===== config.mk =====
export PLATFORM = sky130hd
export DESIGN_NAME = ucr_responder
export DESIGN_NICKNAME = d
export VERILOG_FILES = /design/src/verilog/ucr_pkg.sv /design/src/verilog/ucr_responder.sv
export VERILOG_INCLUDE_DIRS = /design/src /design/src/verilog
export SDC_FILE = /design/constraint.sdc
export NUM_CORES = 1
export LEC_CHECK = 0
export BUFFER_PORTS_ARGS = -buffer_cell sky130_fd_sc_hd__buf_2
export CAP_MARGIN = 5
export CELL_PAD_IN_SITES_DETAIL_PLACEMENT = 1
export CELL_PAD_IN_SITES_GLOBAL_PLACEMENT = 1
export CORE_MARGIN = 1
export CORE_UTILIZATION = 45
export DETAILED_ROUTE_END_ITERATION = 8
export PLACE_DENSITY_LB_ADDON = 0.1
export SLEW_MARGIN = 20
export SYNTH_ARGS = -nofsm -noshare
export SYNTH_HDL_FRONTEND = slang
export SYNTH_SLANG_ARGS = --single-unit

===== constraint.sdc =====
create_clock -name clk_i -period 4.28 [get_ports clk_i]
set_input_delay 0 -clock clk_i [delete_from_list [all_inputs] [get_ports clk_i]]
set_output_delay 0 -clock clk_i [all_outputs]
set_load 0.005 [all_outputs]

===== src/verilog/ucr_consts.svh =====
// Purpose : Named constants for the serial character responder
// Assumes : Included by bare name from the package file only
// Notes   : Definitions only
`ifndef UCR_CONSTS_SVH
`define UCR_CONSTS_SVH

// ----------------------------------------------------------------
// Timing
// ----------------------------------------------------------------
`define UCR_CLK_HZ        250000000
`define UCR_PERIPH_HZ     24000000
`define UCR_BAUD          9600
`define UCR_DATA_BITS     8

// ----------------------------------------------------------------
// Register map and fields
// ----------------------------------------------------------------
`define UCR_OFS_CTRL      4'h0
`define UCR_OFS_STATUS    4'h4
`define UCR_OFS_RXDATA    4'h8
`define UCR_CTRL_START    0
`define UCR_CTRL_HIPRIO   1
`define UCR_ST_RUN        0
`define UCR_ST_BUSY       1
`define UCR_ST_FULL       2
`define UCR_ST_PE         8
`define UCR_ST_FE         9
`define UCR_ST_OE         10

// ----------------------------------------------------------------
// Event levels
// ----------------------------------------------------------------
`define UCR_LVL_NONE      2'h0
`define UCR_LVL_ONE       2'h1
`define UCR_LVL_TWO       2'h2
`define UCR_LVL_TX        2'h3

// ----------------------------------------------------------------
// Characters
// ----------------------------------------------------------------
`define UCR_CH_UPPER_T    8'h54
`define UCR_CH_LOWER_T    8'h74
`define UCR_CH_O          8'h4F
`define UCR_CH_K          8'h4B
`define UCR_CH_LO         8'h6F
`define UCR_CH_LK         8'h6B
`define UCR_CH_U          8'h55
`define UCR_CH_C          8'h43
`define UCR_CH_P          8'h50
`define UCR_CH_E          8'h45
`define UCR_CH_F          8'h46
`define UCR_CH_CR         8'h0D
`define UCR_CH_LF         8'h0A
`define UCR_LAST_IDX      2'h3

`endif


===== src/verilog/ucr_pkg.sv =====
// Purpose : Types shared by the serial character responder
// Assumes : Constants come from ucr_consts.svh
// Notes   : Types only
`include "ucr_consts.svh"

package ucr_pkg;

    // Receiver and transmitter sequencing
    typedef enum logic [2:0] {RX_IDLE, RX_START, RX_DATA, RX_PAR, RX_STOP} ucr_rx_state_t;
    typedef enum logic [2:0] {TX_IDLE, TX_START, TX_DATA, TX_PAR, TX_STOP} ucr_tx_state_t;

    // Reply selection
    typedef enum logic [2:0] {REP_UPPER, REP_LOWER, REP_OTHER, REP_PE, REP_FE, REP_OE} ucr_reply_t;

    // One received frame
    typedef struct packed {
        logic [7:0] data;
        logic       perr;
        logic       ferr;
    } ucr_rx_frame_t;

endpackage


===== src/verilog/ucr_responder.sv =====
// Purpose : Serial responder giving a four-byte reply to each buffered character and to each pending overrun
// Assumes : Single 250 MHz clock, synchronous active-high reset
// Notes   : Control and status over classic Wishbone
//
// Chosen here: the Wishbone register port and the address map.
`timescale 1ns/1ps

module ucr_responder
    import ucr_pkg::*;
#(
    parameter int unsigned CLK_HZ    = `UCR_CLK_HZ,
    parameter int unsigned PERIPH_HZ = `UCR_PERIPH_HZ,
    parameter int unsigned BIT_TICKS = `UCR_PERIPH_HZ / `UCR_BAUD
) (
    // Clock and reset
    input  wire logic        clk_i,
    input  wire logic        rst_i,
    // Wishbone slave
    input  wire logic        cyc_i,
    input  wire logic        stb_i,
    input  wire logic        we_i,
    input  wire logic [3:0]  adr_i,
    input  wire logic [3:0]  sel_i,
    input  wire logic [31:0] dat_i,
    output logic      [31:0] dat_o,
    output logic             ack_o,
    // Serial lines
    input  wire logic        serial_in_line_i,
    output logic             serial_out_line_o,
    // Events
    output logic             rx_done_event_o,
    output logic             tx_done_event_o,
    output logic             rx_error_event_o,
    output logic      [1:0]  event_level_o
);

    localparam logic [11:0] TICK_LAST = 12'(BIT_TICKS - 1);
    localparam logic [11:0] TICK_HALF = 12'(BIT_TICKS / 2);
    localparam logic [2:0]  BIT_LAST  = 3'(`UCR_DATA_BITS - 1);
    localparam logic [31:0] ACC_STEP  = 32'(PERIPH_HZ);
    localparam logic [31:0] ACC_WRAP  = 32'(CLK_HZ);

    // Reply byte lookup, shared by the transmitter
    function automatic logic [7:0] reply_byte(input ucr_reply_t kind, input logic [1:0] idx);
        logic [7:0] first;
        logic [7:0] second;
        first  = `UCR_CH_U;
        second = `UCR_CH_C;
        case (kind)
            REP_UPPER: begin
                first  = `UCR_CH_O;
                second = `UCR_CH_K;
            end
            REP_LOWER: begin
                first  = `UCR_CH_LO;
                second = `UCR_CH_LK;
            end
            REP_PE: begin
                first  = `UCR_CH_P;
                second = `UCR_CH_E;
            end
            REP_FE: begin
                first  = `UCR_CH_F;
                second = `UCR_CH_E;
            end
            REP_OE: begin
                first  = `UCR_CH_O;
                second = `UCR_CH_E;
            end
            default: begin
                first  = `UCR_CH_U;
                second = `UCR_CH_C;
            end
        endcase
        case (idx)
            2'h0:    reply_byte = first;
            2'h1:    reply_byte = second;
            2'h2:    reply_byte = `UCR_CH_CR;
            default: reply_byte = `UCR_CH_LF;
        endcase
    endfunction

    // ----------------------------------------------------------------
    // Peripheral tick and input synchroniser
    // ----------------------------------------------------------------

    logic [31:0] acc_reg, acc_next;
    logic        tick_reg, tick_next;
    logic        rxd_meta_reg, rxd_sync_reg;

    // Fractional divider: average 24 MHz enable from the fast clock
    always_comb begin
        acc_next  = acc_reg + ACC_STEP;
        tick_next = 1'b0;
        if (acc_next >= ACC_WRAP) begin
            acc_next  = acc_next - ACC_WRAP;
            tick_next = 1'b1;
        end
    end

    // Two stages; only the second is read, line taken non-inverted
    always_ff @(posedge clk_i) begin
        if (rst_i) begin
            acc_reg      <= 32'h0;
            tick_reg     <= 1'b0;
            rxd_meta_reg <= 1'b1;
            rxd_sync_reg <= 1'b1;
        end else begin
            acc_reg      <= acc_next;
            tick_reg     <= tick_next;
            rxd_meta_reg <= serial_in_line_i;
            rxd_sync_reg <= rxd_meta_reg;
        end
    end

    // ----------------------------------------------------------------
    // Receiver
    // ----------------------------------------------------------------

    ucr_rx_state_t rx_st_reg, rx_st_next;
    logic [11:0]   rx_cnt_reg, rx_cnt_next;
    logic [2:0]    rx_bit_reg, rx_bit_next;
    logic [7:0]    rx_sh_reg, rx_sh_next;
    logic          rx_par_reg, rx_par_next;
    logic          rx_fin;
    ucr_rx_frame_t rx_frm;
    logic          run_reg;

    // Samples mid-bit; a start edge is only honoured once running
    always_comb begin
        rx_st_next  = rx_st_reg;
        rx_cnt_next = rx_cnt_reg;
        rx_bit_next = rx_bit_reg;
        rx_sh_next  = rx_sh_reg;
        rx_par_next = rx_par_reg;
        rx_fin      = 1'b0;
        rx_frm      = '{data: rx_sh_reg, perr: 1'b0, ferr: 1'b0};
        if (tick_reg) begin
            rx_cnt_next = rx_cnt_reg + 12'h1;
            case (rx_st_reg)
                RX_IDLE: begin
                    rx_cnt_next = 12'h0;
                    if (run_reg && !rxd_sync_reg) begin
                        rx_st_next = RX_START;
                    end
                end
                RX_START: begin
                    if (rx_cnt_reg == TICK_HALF) begin
                        rx_cnt_next = 12'h0;
                        rx_bit_next = 3'h0;
                        rx_par_next = 1'b0;
                        rx_st_next  = rxd_sync_reg ? RX_IDLE : RX_DATA;
                    end
                end
                RX_DATA: begin
                    if (rx_cnt_reg == TICK_LAST) begin
                        rx_cnt_next = 12'h0;
                        rx_sh_next  = {rxd_sync_reg, rx_sh_reg[7:1]};
                        rx_par_next = rx_par_reg ^ rxd_sync_reg;
                        rx_bit_next = rx_bit_reg + 3'h1;
                        if (rx_bit_reg == BIT_LAST) begin
                            rx_st_next = RX_PAR;
                        end
                    end
                end
                RX_PAR: begin
                    if (rx_cnt_reg == TICK_LAST) begin
                        rx_cnt_next = 12'h0;
                        rx_par_next = rx_par_reg ^ rxd_sync_reg;
                        rx_st_next  = RX_STOP;
                    end
                end
                default: begin
                    if (rx_cnt_reg == TICK_LAST) begin
                        rx_fin      = 1'b1;
                        rx_frm.perr = rx_par_reg;
                        rx_frm.ferr = !rxd_sync_reg;
                        rx_st_next  = RX_IDLE;
                    end
                end
            endcase
        end
    end

    always_ff @(posedge clk_i) begin
        if (rst_i) begin
            rx_st_reg  <= RX_IDLE;
            rx_cnt_reg <= 12'h0;
            rx_bit_reg <= 3'h0;
            rx_sh_reg  <= 8'h00;
            rx_par_reg <= 1'b0;
        end else begin
            rx_st_reg  <= rx_st_next;
            rx_cnt_reg <= rx_cnt_next;
            rx_bit_reg <= rx_bit_next;
            rx_sh_reg  <= rx_sh_next;
            rx_par_reg <= rx_par_next;
        end
    end

    // ----------------------------------------------------------------
    // Reply sequencer and transmitter
    // ----------------------------------------------------------------

    ucr_tx_state_t tx_st_reg, tx_st_next;
    ucr_reply_t    kind_reg, kind_next;
    ucr_rx_frame_t buf_reg, buf_next;
    logic          full_reg, full_next;
    logic          ovr_reg, ovr_next;
    logic [1:0]    idx_reg, idx_next;
    logic [11:0]   tx_cnt_reg, tx_cnt_next;
    logic [2:0]    tx_bit_reg, tx_bit_next;
    logic [7:0]    tx_sh_reg, tx_sh_next;
    logic          tx_par_reg, tx_par_next;
    logic          txd_reg, txd_next;
    logic          rxe_reg, rxe_next, rxd_reg, rxd_next, txe_reg, txe_next;
    logic [1:0]    lvl_reg, lvl_next;
    logic          hiprio_reg;
    logic [7:0]    cur_byte;  // Reply byte now being framed
    logic          ovr_now;   // Frame this cycle found the buffer still full

    // Single-entry holding buffer; a frame landing on a full one is an overrun
    always_comb begin
        tx_st_next  = tx_st_reg;
        kind_next   = kind_reg;
        buf_next    = buf_reg;
        full_next   = full_reg;
        ovr_next    = ovr_reg;
        idx_next    = idx_reg;
        tx_cnt_next = tx_cnt_reg;
        tx_bit_next = tx_bit_reg;
        tx_sh_next  = tx_sh_reg;
        tx_par_next = tx_par_reg;
        txd_next    = txd_reg;
        txe_next    = 1'b0;
        ovr_now     = 1'b0;
        cur_byte    = reply_byte(kind_reg, idx_reg);
        // Pick a reply; overrun first, error replies suppress classification
        if (tx_st_reg == TX_IDLE && (ovr_reg || full_reg)) begin
            if (ovr_reg) begin
                kind_next = REP_OE;
                ovr_next  = 1'b0;
            end else begin
                full_next = 1'b0;
                if (buf_reg.ferr) begin
                    kind_next = REP_FE;
                end else if (buf_reg.perr) begin
                    kind_next = REP_PE;
                end else if (buf_reg.data == `UCR_CH_UPPER_T) begin
                    kind_next = REP_UPPER;
                end else if (buf_reg.data == `UCR_CH_LOWER_T) begin
                    kind_next = REP_LOWER;
                end else begin
                    kind_next = REP_OTHER;
                end
            end
            idx_next    = 2'h0;
            tx_cnt_next = 12'h0;
            tx_st_next  = TX_START;
            txd_next    = 1'b0;
        end else if (tick_reg && tx_st_reg != TX_IDLE) begin
            tx_cnt_next = tx_cnt_reg + 12'h1;
            if (tx_cnt_reg == TICK_LAST) begin
                tx_cnt_next = 12'h0;
                case (tx_st_reg)
                    TX_START: begin
                        tx_bit_next = 3'h1;
                        tx_sh_next  = cur_byte >> 1;
                        txd_next    = cur_byte[0];
                        tx_par_next = ^cur_byte;
                        tx_st_next  = TX_DATA;
                    end
                    TX_DATA: begin
                        if (tx_bit_reg == 3'h0) begin
                            txd_next   = tx_par_reg;
                            tx_st_next = TX_PAR;
                        end else begin
                            txd_next    = tx_sh_reg[0];
                            tx_sh_next  = tx_sh_reg >> 1;
                            tx_bit_next = tx_bit_reg + 3'h1;
                        end
                    end
                    TX_PAR: begin
                        txd_next   = 1'b1;
                        tx_st_next = TX_STOP;
                    end
                    default: begin
                        txe_next = 1'b1;
                        idx_next = idx_reg + 2'h1;
                        if (idx_reg == `UCR_LAST_IDX) begin
                            tx_st_next = TX_IDLE;
                        end else begin
                            txd_next   = 1'b0;
                            tx_st_next = TX_START;
                        end
                    end
                endcase
            end
        end
        // New frame lands after the consume, so a set here is never lost
        if (rx_fin) begin
            if (full_next) begin
                ovr_next = 1'b1;
                ovr_now  = 1'b1;
            end else begin
                buf_next  = rx_frm;
                full_next = 1'b1;
            end
        end
        // Events and the level of the most urgent one this cycle
        // Overrun judged after the consume, matching what the buffer keeps
        rxd_next = rx_fin && !rx_frm.perr && !rx_frm.ferr && !ovr_now;
        rxe_next = rx_fin && (rx_frm.perr || rx_frm.ferr || ovr_now);
        if (rxd_next || rxe_next) begin
            lvl_next = hiprio_reg ? `UCR_LVL_ONE : `UCR_LVL_TWO;
        end else if (txe_next) begin
            lvl_next = `UCR_LVL_TX;
        end else begin
            lvl_next = `UCR_LVL_NONE;
        end
    end

    always_ff @(posedge clk_i) begin
        if (rst_i) begin
            tx_st_reg  <= TX_IDLE;
            kind_reg   <= REP_OTHER;
            buf_reg    <= '0;
            full_reg   <= 1'b0;
            ovr_reg    <= 1'b0;
            idx_reg    <= 2'h0;
            tx_cnt_reg <= 12'h0;
            tx_bit_reg <= 3'h0;
            tx_sh_reg  <= 8'h00;
            tx_par_reg <= 1'b0;
            txd_reg    <= 1'b1;
            rxd_reg    <= 1'b0;
            rxe_reg    <= 1'b0;
            txe_reg    <= 1'b0;
            lvl_reg    <= `UCR_LVL_NONE;
        end else begin
            tx_st_reg  <= tx_st_next;
            kind_reg   <= kind_next;
            buf_reg    <= buf_next;
            full_reg   <= full_next;
            ovr_reg    <= ovr_next;
            idx_reg    <= idx_next;
            tx_cnt_reg <= tx_cnt_next;
            tx_bit_reg <= tx_bit_next;
            tx_sh_reg  <= tx_sh_next;
            tx_par_reg <= tx_par_next;
            txd_reg    <= txd_next;
            rxd_reg    <= rxd_next;
            rxe_reg    <= rxe_next;
            txe_reg    <= txe_next;
            lvl_reg    <= lvl_next;
        end
    end

    // ----------------------------------------------------------------
    // Wishbone register file
    // ----------------------------------------------------------------

    logic        run_next, hiprio_next, ack_reg, ack_next;
    logic [31:0] dat_reg, dat_next;
    logic [2:0]  err_reg, err_next;
    logic        wr_en;

    // Answers one cycle after the request; unmapped reads return zero
    always_comb begin
        wr_en       = cyc_i && stb_i && we_i && !ack_reg && sel_i[0];
        ack_next    = cyc_i && stb_i && !ack_reg;
        run_next    = run_reg;
        hiprio_next = hiprio_reg;
        dat_next    = 32'h0;
        err_next    = err_reg;
        if (rx_fin) begin
            err_next = {ovr_now, rx_frm.ferr, rx_frm.perr};
        end
        if (wr_en && adr_i == `UCR_OFS_CTRL) begin
            run_next    = dat_i[`UCR_CTRL_START];
            hiprio_next = dat_i[`UCR_CTRL_HIPRIO];
        end
        if (adr_i == `UCR_OFS_CTRL) begin
            dat_next[`UCR_CTRL_START]  = run_reg;
            dat_next[`UCR_CTRL_HIPRIO] = hiprio_reg;
        end else if (adr_i == `UCR_OFS_STATUS) begin
            dat_next[`UCR_ST_RUN]  = run_reg;
            dat_next[`UCR_ST_BUSY] = tx_st_reg != TX_IDLE;
            dat_next[`UCR_ST_FULL] = full_reg;
            dat_next[`UCR_ST_OE:`UCR_ST_PE] = err_reg;
        end else if (adr_i == `UCR_OFS_RXDATA) begin
            dat_next[7:0] = buf_reg.data;
        end
    end

    always_ff @(posedge clk_i) begin
        if (rst_i) begin
            run_reg    <= 1'b0;
            hiprio_reg <= 1'b0;
            ack_reg    <= 1'b0;
            dat_reg    <= 32'h0;
            err_reg    <= 3'h0;
        end else begin
            run_reg    <= run_next;
            hiprio_reg <= hiprio_next;
            ack_reg    <= ack_next;
            dat_reg    <= dat_next;
            err_reg    <= err_next;
        end
    end

    // Outputs straight from flip-flops
    assign serial_out_line_o = txd_reg;
    assign dat_o             = dat_reg;
    assign ack_o             = ack_reg;
    assign rx_done_event_o   = rxd_reg;
    assign rx_error_event_o  = rxe_reg;
    assign tx_done_event_o   = txe_reg;
    assign event_level_o     = lvl_reg;

endmodule


==> impl_metrics.json, run 1 <==
{
  "io_buffers": 30,
  "ys_seq_area_share_pct": 36.23,
  "vias": 5849,
  "postSynthAreaPerCell_um2": 8.145,
  "cts_max_level": 4,
  "finalHoldViolations": 0,
  "peakVddDrop_mv": 0.3084,
  "tritoncts": "built",
  "setup_viol": 0,
  "rsz0062_at_grt": "false",
  "pre_cts_ws_ns": 0.6925,
  "sw_frac_of_total_pct": 37.20,
  "insertion_delay_ns": 0.42,
  "fin_crit_sh_pct": 85.71,
  "start_kind": "register",
  "slowest_stage": "nor2b_1",
  "synthArstFlopShare_pct": 0,
  "synth_area_mm2": 0.006630,
  "dp_hpwl_um": 11850,
  "dr.pass1.iters": 4,
  "utilization_pct": 53.17,
  "cellInternalPower_mw": 2.795,
  "drive_above_1_share_pct": 12.27,
  "largest_register_ffs": 25,
  "ios": 85,
  "path_max_fanout": 9,
  "p_per_area_mw_per_mm2": 591.5,
  "start_util_pct": 46.86,
  "cts_root_buf": "clkbuf_16",
  "yosysTopAreaCell": "dfxtp_1",
  "drv_cap": 0,
  "antenna_found_initial": 0,
  "synth_seq_cells": 120,
  "worst_ep_arrival_time_ns": 3.96,
  "criticalPathCategory": "register to register",
  "viasPerCell": 5.646,
  "status": "complete, no violations",
  "synth-edff-count": 0,
  "cts_buffer_depth": 2,
  "final_cell_mix": "dfxtp_1 (120), nor2_1 (92), nand2_1 (90), a21oi_1 (66), mux2i_1 (34)",
  "finalCriticalPeriod_ns": 3.669,
  "p_total_mw": 4.450,
  "diodes": 0,
  "drtIter0Drc": 321,
  "layout_commonest_cell": "dfxtp_1",
  "ant_nets": 0,
  "placed_area_mm2": 0.006805,
  "gp_congestion": 0.8280,
  "cts_sinks": 120,
  "tns_ns": 0,
  "grt_pass1_wl_um": 28640,
  "nNetsFinal": 906,
  "rows": 43,
  "min_path_type": "input pin to register",
  "netlist_instances": 814,
  "slew_headroom_pct": 45.15,
  "ys.flop_type": "dfxtp_1",
  "wirelength_um": 17160,
  "clk_pin_slew_ns": 0.06,
  "p_leak_nw": 2.996,
  "grt_start_max_net_pins": 80,
  "core_area_mm2": 0.01415,
  "final_max_slew_viol_count": 0,
  "stdcell_count": 1036,
  "max_freq_mhz": 272.6,
  "worst_slack_ns": 0.6115,
  "area_growth_pct": 13.47,
  "synthTopCellsByArea": "dfxtp_1 (36%), nor2_1 (5.2%), mux2i_1 (5.1%)",
  "grt_usage_pct": 24.12,
  "grt_pass1_vias": 5849,
  "p_clk_share_pct": 33.5,
  "grt_overflow": 0,
  "cts_buffers": 17,
  "die_y_um": 123.4,
  "stdcell_area_mm2": 0.007523,
  "wl_per_cell_um": 16.56,
  "drc_errors": 0,
  "pwr-share-seq_pct": 32.0,
  "postCtsSetupBuffers": 0,
  "holdWs_ns": 0.03937,
  "ys.warnings.count": 0,
  "crit_chain": "inv_1, ha_1, nor2b_1, nand4_1, o32ai_1, or2_2, nand3_2, o221ai_2, buf_4, a21oi_2, mux2_1",
  "end_kind": "register",
  "synth_top_cell_area_share_pct": 36.23,
  "dieArea_mm2": 0.01522,
  "p_switching_mw": 1.655,
  "crit_required_ns": 4.57,
  "synth_cell_types": 84,
  "dp.cells": 994,
  "max_stage_delay_ns": 0.56,
  "max_slew.worst_pin.slew_ns": 0.8228,
  "fin_skew_ns": 0.01048,
  "combPwrFrac_pct": 34.5,
  "die_w_um": 123.4
}
==> cell type report <==
cell class | instances | area, µm²
timing repair buffer | 48 | 312.8
tap | 180 | 225.2
fill | 1709 | 6626
clock buffer | 18 | 439.2
multi-input combinational | 637 | 3900
sequential | 120 | 2402
inverter | 20 | 75.07
clock inverter | 13 | 168.9
==> synthesized netlist by cell type, types with 3 or more instances <==
cell type,number
nand3_1,25
and3_1,12
inv_1,20
a211oi_1,9
o21ai_0,31
a21oi_1,66
and2_1,11
nand2_1,90
nor3b_1,4
nand4_1,18
mux2_2,3
o311ai_0,3
buf_6,3
nor4_1,4
nor2b_1,14
xor2_1,28
o31ai_1,4
clkbuf_1,26
nand4b_1,3
xnor2_1,19
buf_2,4
ha_1,16
nor3_1,14
mux2i_1,34
or3_1,9
dfxtp_1,120
o21bai_1,4
or2_2,14
buf_4,22
o21a_1,3
o21ai_1,7
o211ai_1,7
nor2_1,92
nand2b_1,15
==> repair_timing <==
action                    4_1_cts  5_1_grt
hold endpoints to repair        7        0
gates resized for setup         0        0
hold buffers                   11        0
==> cell families (layout without fill, tap and decap cells) <==
group / Yosys count / count (layout) / synth area share, %
other cells: 1 / 21 / 0.05656
fa+ha+maj: 16 / 16 / 3.019
xor+xnor: 47 / 47 / 6.209
simple gates: 341 / 341 / 25.36
buf+inv: 77 / 99 / 6.077
compound gates: 173 / 173 / 17.06
mux: 39 / 39 / 5.982
flops: 120 / 120 / 36.23
==> critical path, delay by kind of cell, from the launching register on <==
family | cells | cell delay, ns
adder cells (fa/ha/maj) | 1 | 0.29
multiplexers | 1 | 0.32
AO/OA/AOI/OAI | 3 | 1.00
buffers and inverters | 2 | 0.41
AND/OR/NAND/NOR | 4 | 1.12
flip-flops | 1 | 0.42
==> final timing paths <==
| path | start | endpoint | slack [ns] | depth (start not counted) |
|---|---|---|---|---|
| worst max-delay path | acc_reg[9]$_SDFF_PP0_ | acc_reg[9]$_SDFF_PP0_ | 0.61 | 11 |
| worst max register to register | acc_reg[9]$_SDFF_PP0_ | acc_reg[9]$_SDFF_PP0_ | 0.61 | 11 |
| worst min-delay path | adr_i[3] | dat_o[0]$_SDFF_PP0_ | 0.04 | 3 |
| worst min register to register | rxd_meta_reg$_SDFF_PP1_ | rxd_sync_reg$_SDFF_PP1_ | 0.41 | 1 |
==> power by group through the flow <==
stage	Sequential [mW]	Combinational (mW)	Clock, mW
after detailed placement	1.44	1.51	0
after floorplan	1.34	1.30	0
after global routing	1.45	1.69	1.56
after global placement	1.43	1.44	0
after CTS	1.42	1.53	1.51
final	1.42	1.53	1.49
==> per-layer routing <==
layer	GRT usage (%)	wire length [µm]	up-vias
li1	-	-	2869
met1	29.86	7729	2862
met2	42.18	8735	102
met3	5.074	537	16
met4	6.401	158	0
met5	0	0	-
Note: power is estimated with default switching activity, not from simulation.
==> run 2: changes to the inputs <==
--- a/config.mk
+++ b/config.mk
@@ -14,6 +14,7 @@
 export CORE_UTILIZATION = 45
 export DETAILED_ROUTE_END_ITERATION = 8
 export PLACE_DENSITY_LB_ADDON = 0.1
+export RECOVER_POWER = 25
 export SLEW_MARGIN = 20
 export SYNTH_ARGS = -nofsm -noshare
 export SYNTH_HDL_FRONTEND = slang
==> run 2 against run 1 <==
  * The run now ends with capacitance limit, slew limit left
  * Flip-flop and latch count is the same
  * Clock-buffer cell count is the same
  * Non-clock buffer count is the same
  * Combinational power is essentially flat
  * Sequential share of layout area grew 0.096 points
  * Register-to-register slack is essentially flat
  * Utilization shrank 0.16 points
  * Critical path depth is the same
  * Critical path type unchanged
  * Largest power group unchanged
  * Highest routed layer unchanged
==> impl_metrics.json, run 2 (synthesized netlist as in run 1, its figures left out) <==
{
  "grt_pass1_wl_um": 28640,
  "dp_hpwl_um": 11850,
  "slew_headroom_pct": -132.1,
  "combPwrFrac_pct": 34.5,
  "finalHoldViolations": 0,
  "wirelength_um": 17170,
  "tritoncts": "built",
  "drv_cap": 1,
  "final_max_slew_viol_count": 80,
  "max_slew.worst_pin.slew_ns": 3.482,
  "utilization_pct": 53.01,
  "fin_crit_sh_pct": 86.00,
  "die_y_um": 123.4,
  "p_per_area_mw_per_mm2": 593.6,
  "start_util_pct": 46.86,
  "worst_ep_arrival_time_ns": 3.98,
  "nNetsFinal": 906,
  "sw_frac_of_total_pct": 37.23,
  "stdcell_area_mm2": 0.007501,
  "pwr-share-seq_pct": 32.0,
  "drc_errors": 0,
  "rsz0062_at_grt": "false",
  "peakVddDrop_mv": 0.3102,
  "violations": "capacitance limit, slew limit",
  "p_total_mw": 4.452,
  "core_area_mm2": 0.01415,
  "criticalPathCategory": "register to register",
  "tns_ns": 0,
  "p_leak_nw": 2.925,
  "max_freq_mhz": 271.7,
  "dr.pass1.iters": 5,
  "final_cell_mix": "dfxtp_1 (120), nor2_1 (92), nand2_1 (90), a21oi_1 (66), mux2i_1 (34)",
  "gp_congestion": 0.8280,
  "die_w_um": 123.4,
  "grt_pass1_vias": 5849,
  "start_kind": "register",
  "nFillCells": 1711,
  "viasPerCell": 5.642,
  "setup_viol": 0,
  "cts_buffer_depth": 2,
  "grt_start_max_net_pins": 80,
  "status": "finished, violations left",
  "min_path_type": "input pin to register",
  "drtIter0Drc": 313,
  "grt_overflow": 0,
  "cts_sinks": 120,
  "placed_area_mm2": 0.006805,
  "worst_slack_ns": 0.5991,
  "dieArea_mm2": 0.01522,
  "vias": 5845,
  "drive_above_1_share_pct": 10.40,
  "fin_skew_ns": 0.008690,
  "pre_cts_ws_ns": 0.6925,
  "area_growth_pct": 13.13,
  "p_switching_mw": 1.658,
  "finalCriticalPeriod_ns": 3.681,
  "postCtsSetupBuffers": 0,
  "antenna_found_initial": 0,
  "wl_per_cell_um": 16.58,
  "end_kind": "register",
  "largest_register_ffs": 25,
  "grt_usage_pct": 24.12,
  "ant_nets": 0,
  "diodes": 0,
  "rows": 43,
  "path_max_fanout": 9,
  "cts_root_buf": "clkbuf_16",
  "cts_buffers": 17,
  "cts_max_level": 4,
  "p_clk_share_pct": 33.5,
  "crit_required_ns": 4.58,
  "insertion_delay_ns": 0.42,
  "layout_commonest_cell": "dfxtp_1",
  "ios": 85,
  "clk_pin_slew_ns": 0.06,
  "io_buffers": 30,
  "cellInternalPower_mw": 2.795,
  "cts_resized": 0
}
[run 2: cell count changes in the layout (fill, tap and decap cells not counted), sizes merged]
cell    before  now
buf         37   21
clkbuf      18   34
[run 2: what timing repair did]
action                                 in CTS  in global routing
endpoints found under the hold margin       7                  0
setup endpoints to repair                   0                  0
hold buffers                               11                  0
[run 2: area by class of cell]
cell class                 instances  area (µm²)  area share (%)
clock buffer                      18       439.2           5.855
clock inverter                    13       168.9           2.252
inverter                          20       75.07           1.001
multi-input combinational        637        3900           51.99
sequential                       120        2402           32.03
tap                              180       225.2           3.003
timing repair buffer              48       290.3           3.870
[run 2: per-stage QoR]
step | cells | hold slack (ns)
2_1_floorplan | 834 | 0.1038
3_3_place_gp | 994 | 0.1860
3_5_place_dp | 994 | 0.1875
4_1_cts | 1036 | 0.01289
5_1_grt | 1036 | 0.03615
6_report | 1036 | 0.03737
[run 2: power groups by stage]
stage	Combinational [mW]	Clock, mW	Sequential, mW
after floorplan	1.30	0	1.34
after global placement	1.44	0	1.43
after detailed placement	1.51	0	1.44
after CTS	1.53	1.51	1.42
after global routing	1.69	1.56	1.45
final	1.54	1.49	1.42
[run 2: per-layer routing]
metal	wire, µm	track usage, %	vias up
met4	182	6.401	0
li1	-	-	2869
met5	0	0	-
met3	524	5.074	20
met1	7745	29.86	2857
met2	8721	42.18	99
[run 2: critical path, stage by stage, from the launching register on]
cell,delay [ns]
dfxtp_1,0.42
inv_1,0.12
ha_1,0.29
nor2b_1,0.57
nand4_1,0.21
o32ai_1,0.45
or2_2,0.25
nand3_2,0.10
o221ai_2,0.47
buf_4,0.29
a21oi_2,0.08
mux2_1,0.32
[run 2: path summary, 6_finish.rpt]
path | start | end | slack [ns] | depth (start not counted)
setup reg to reg | acc_reg[9]$_SDFF_PP0_ | acc_reg[9]$_SDFF_PP0_ | 0.60 | 11
setup / recovery | acc_reg[9]$_SDFF_PP0_ | acc_reg[9]$_SDFF_PP0_ | 0.60 | 11
hold reg to reg | rxd_meta_reg$_SDFF_PP1_ | rxd_sync_reg$_SDFF_PP1_ | 0.41 | 1
hold / removal | adr_i[3] | dat_o[0]$_SDFF_PP0_ | 0.04 | 3
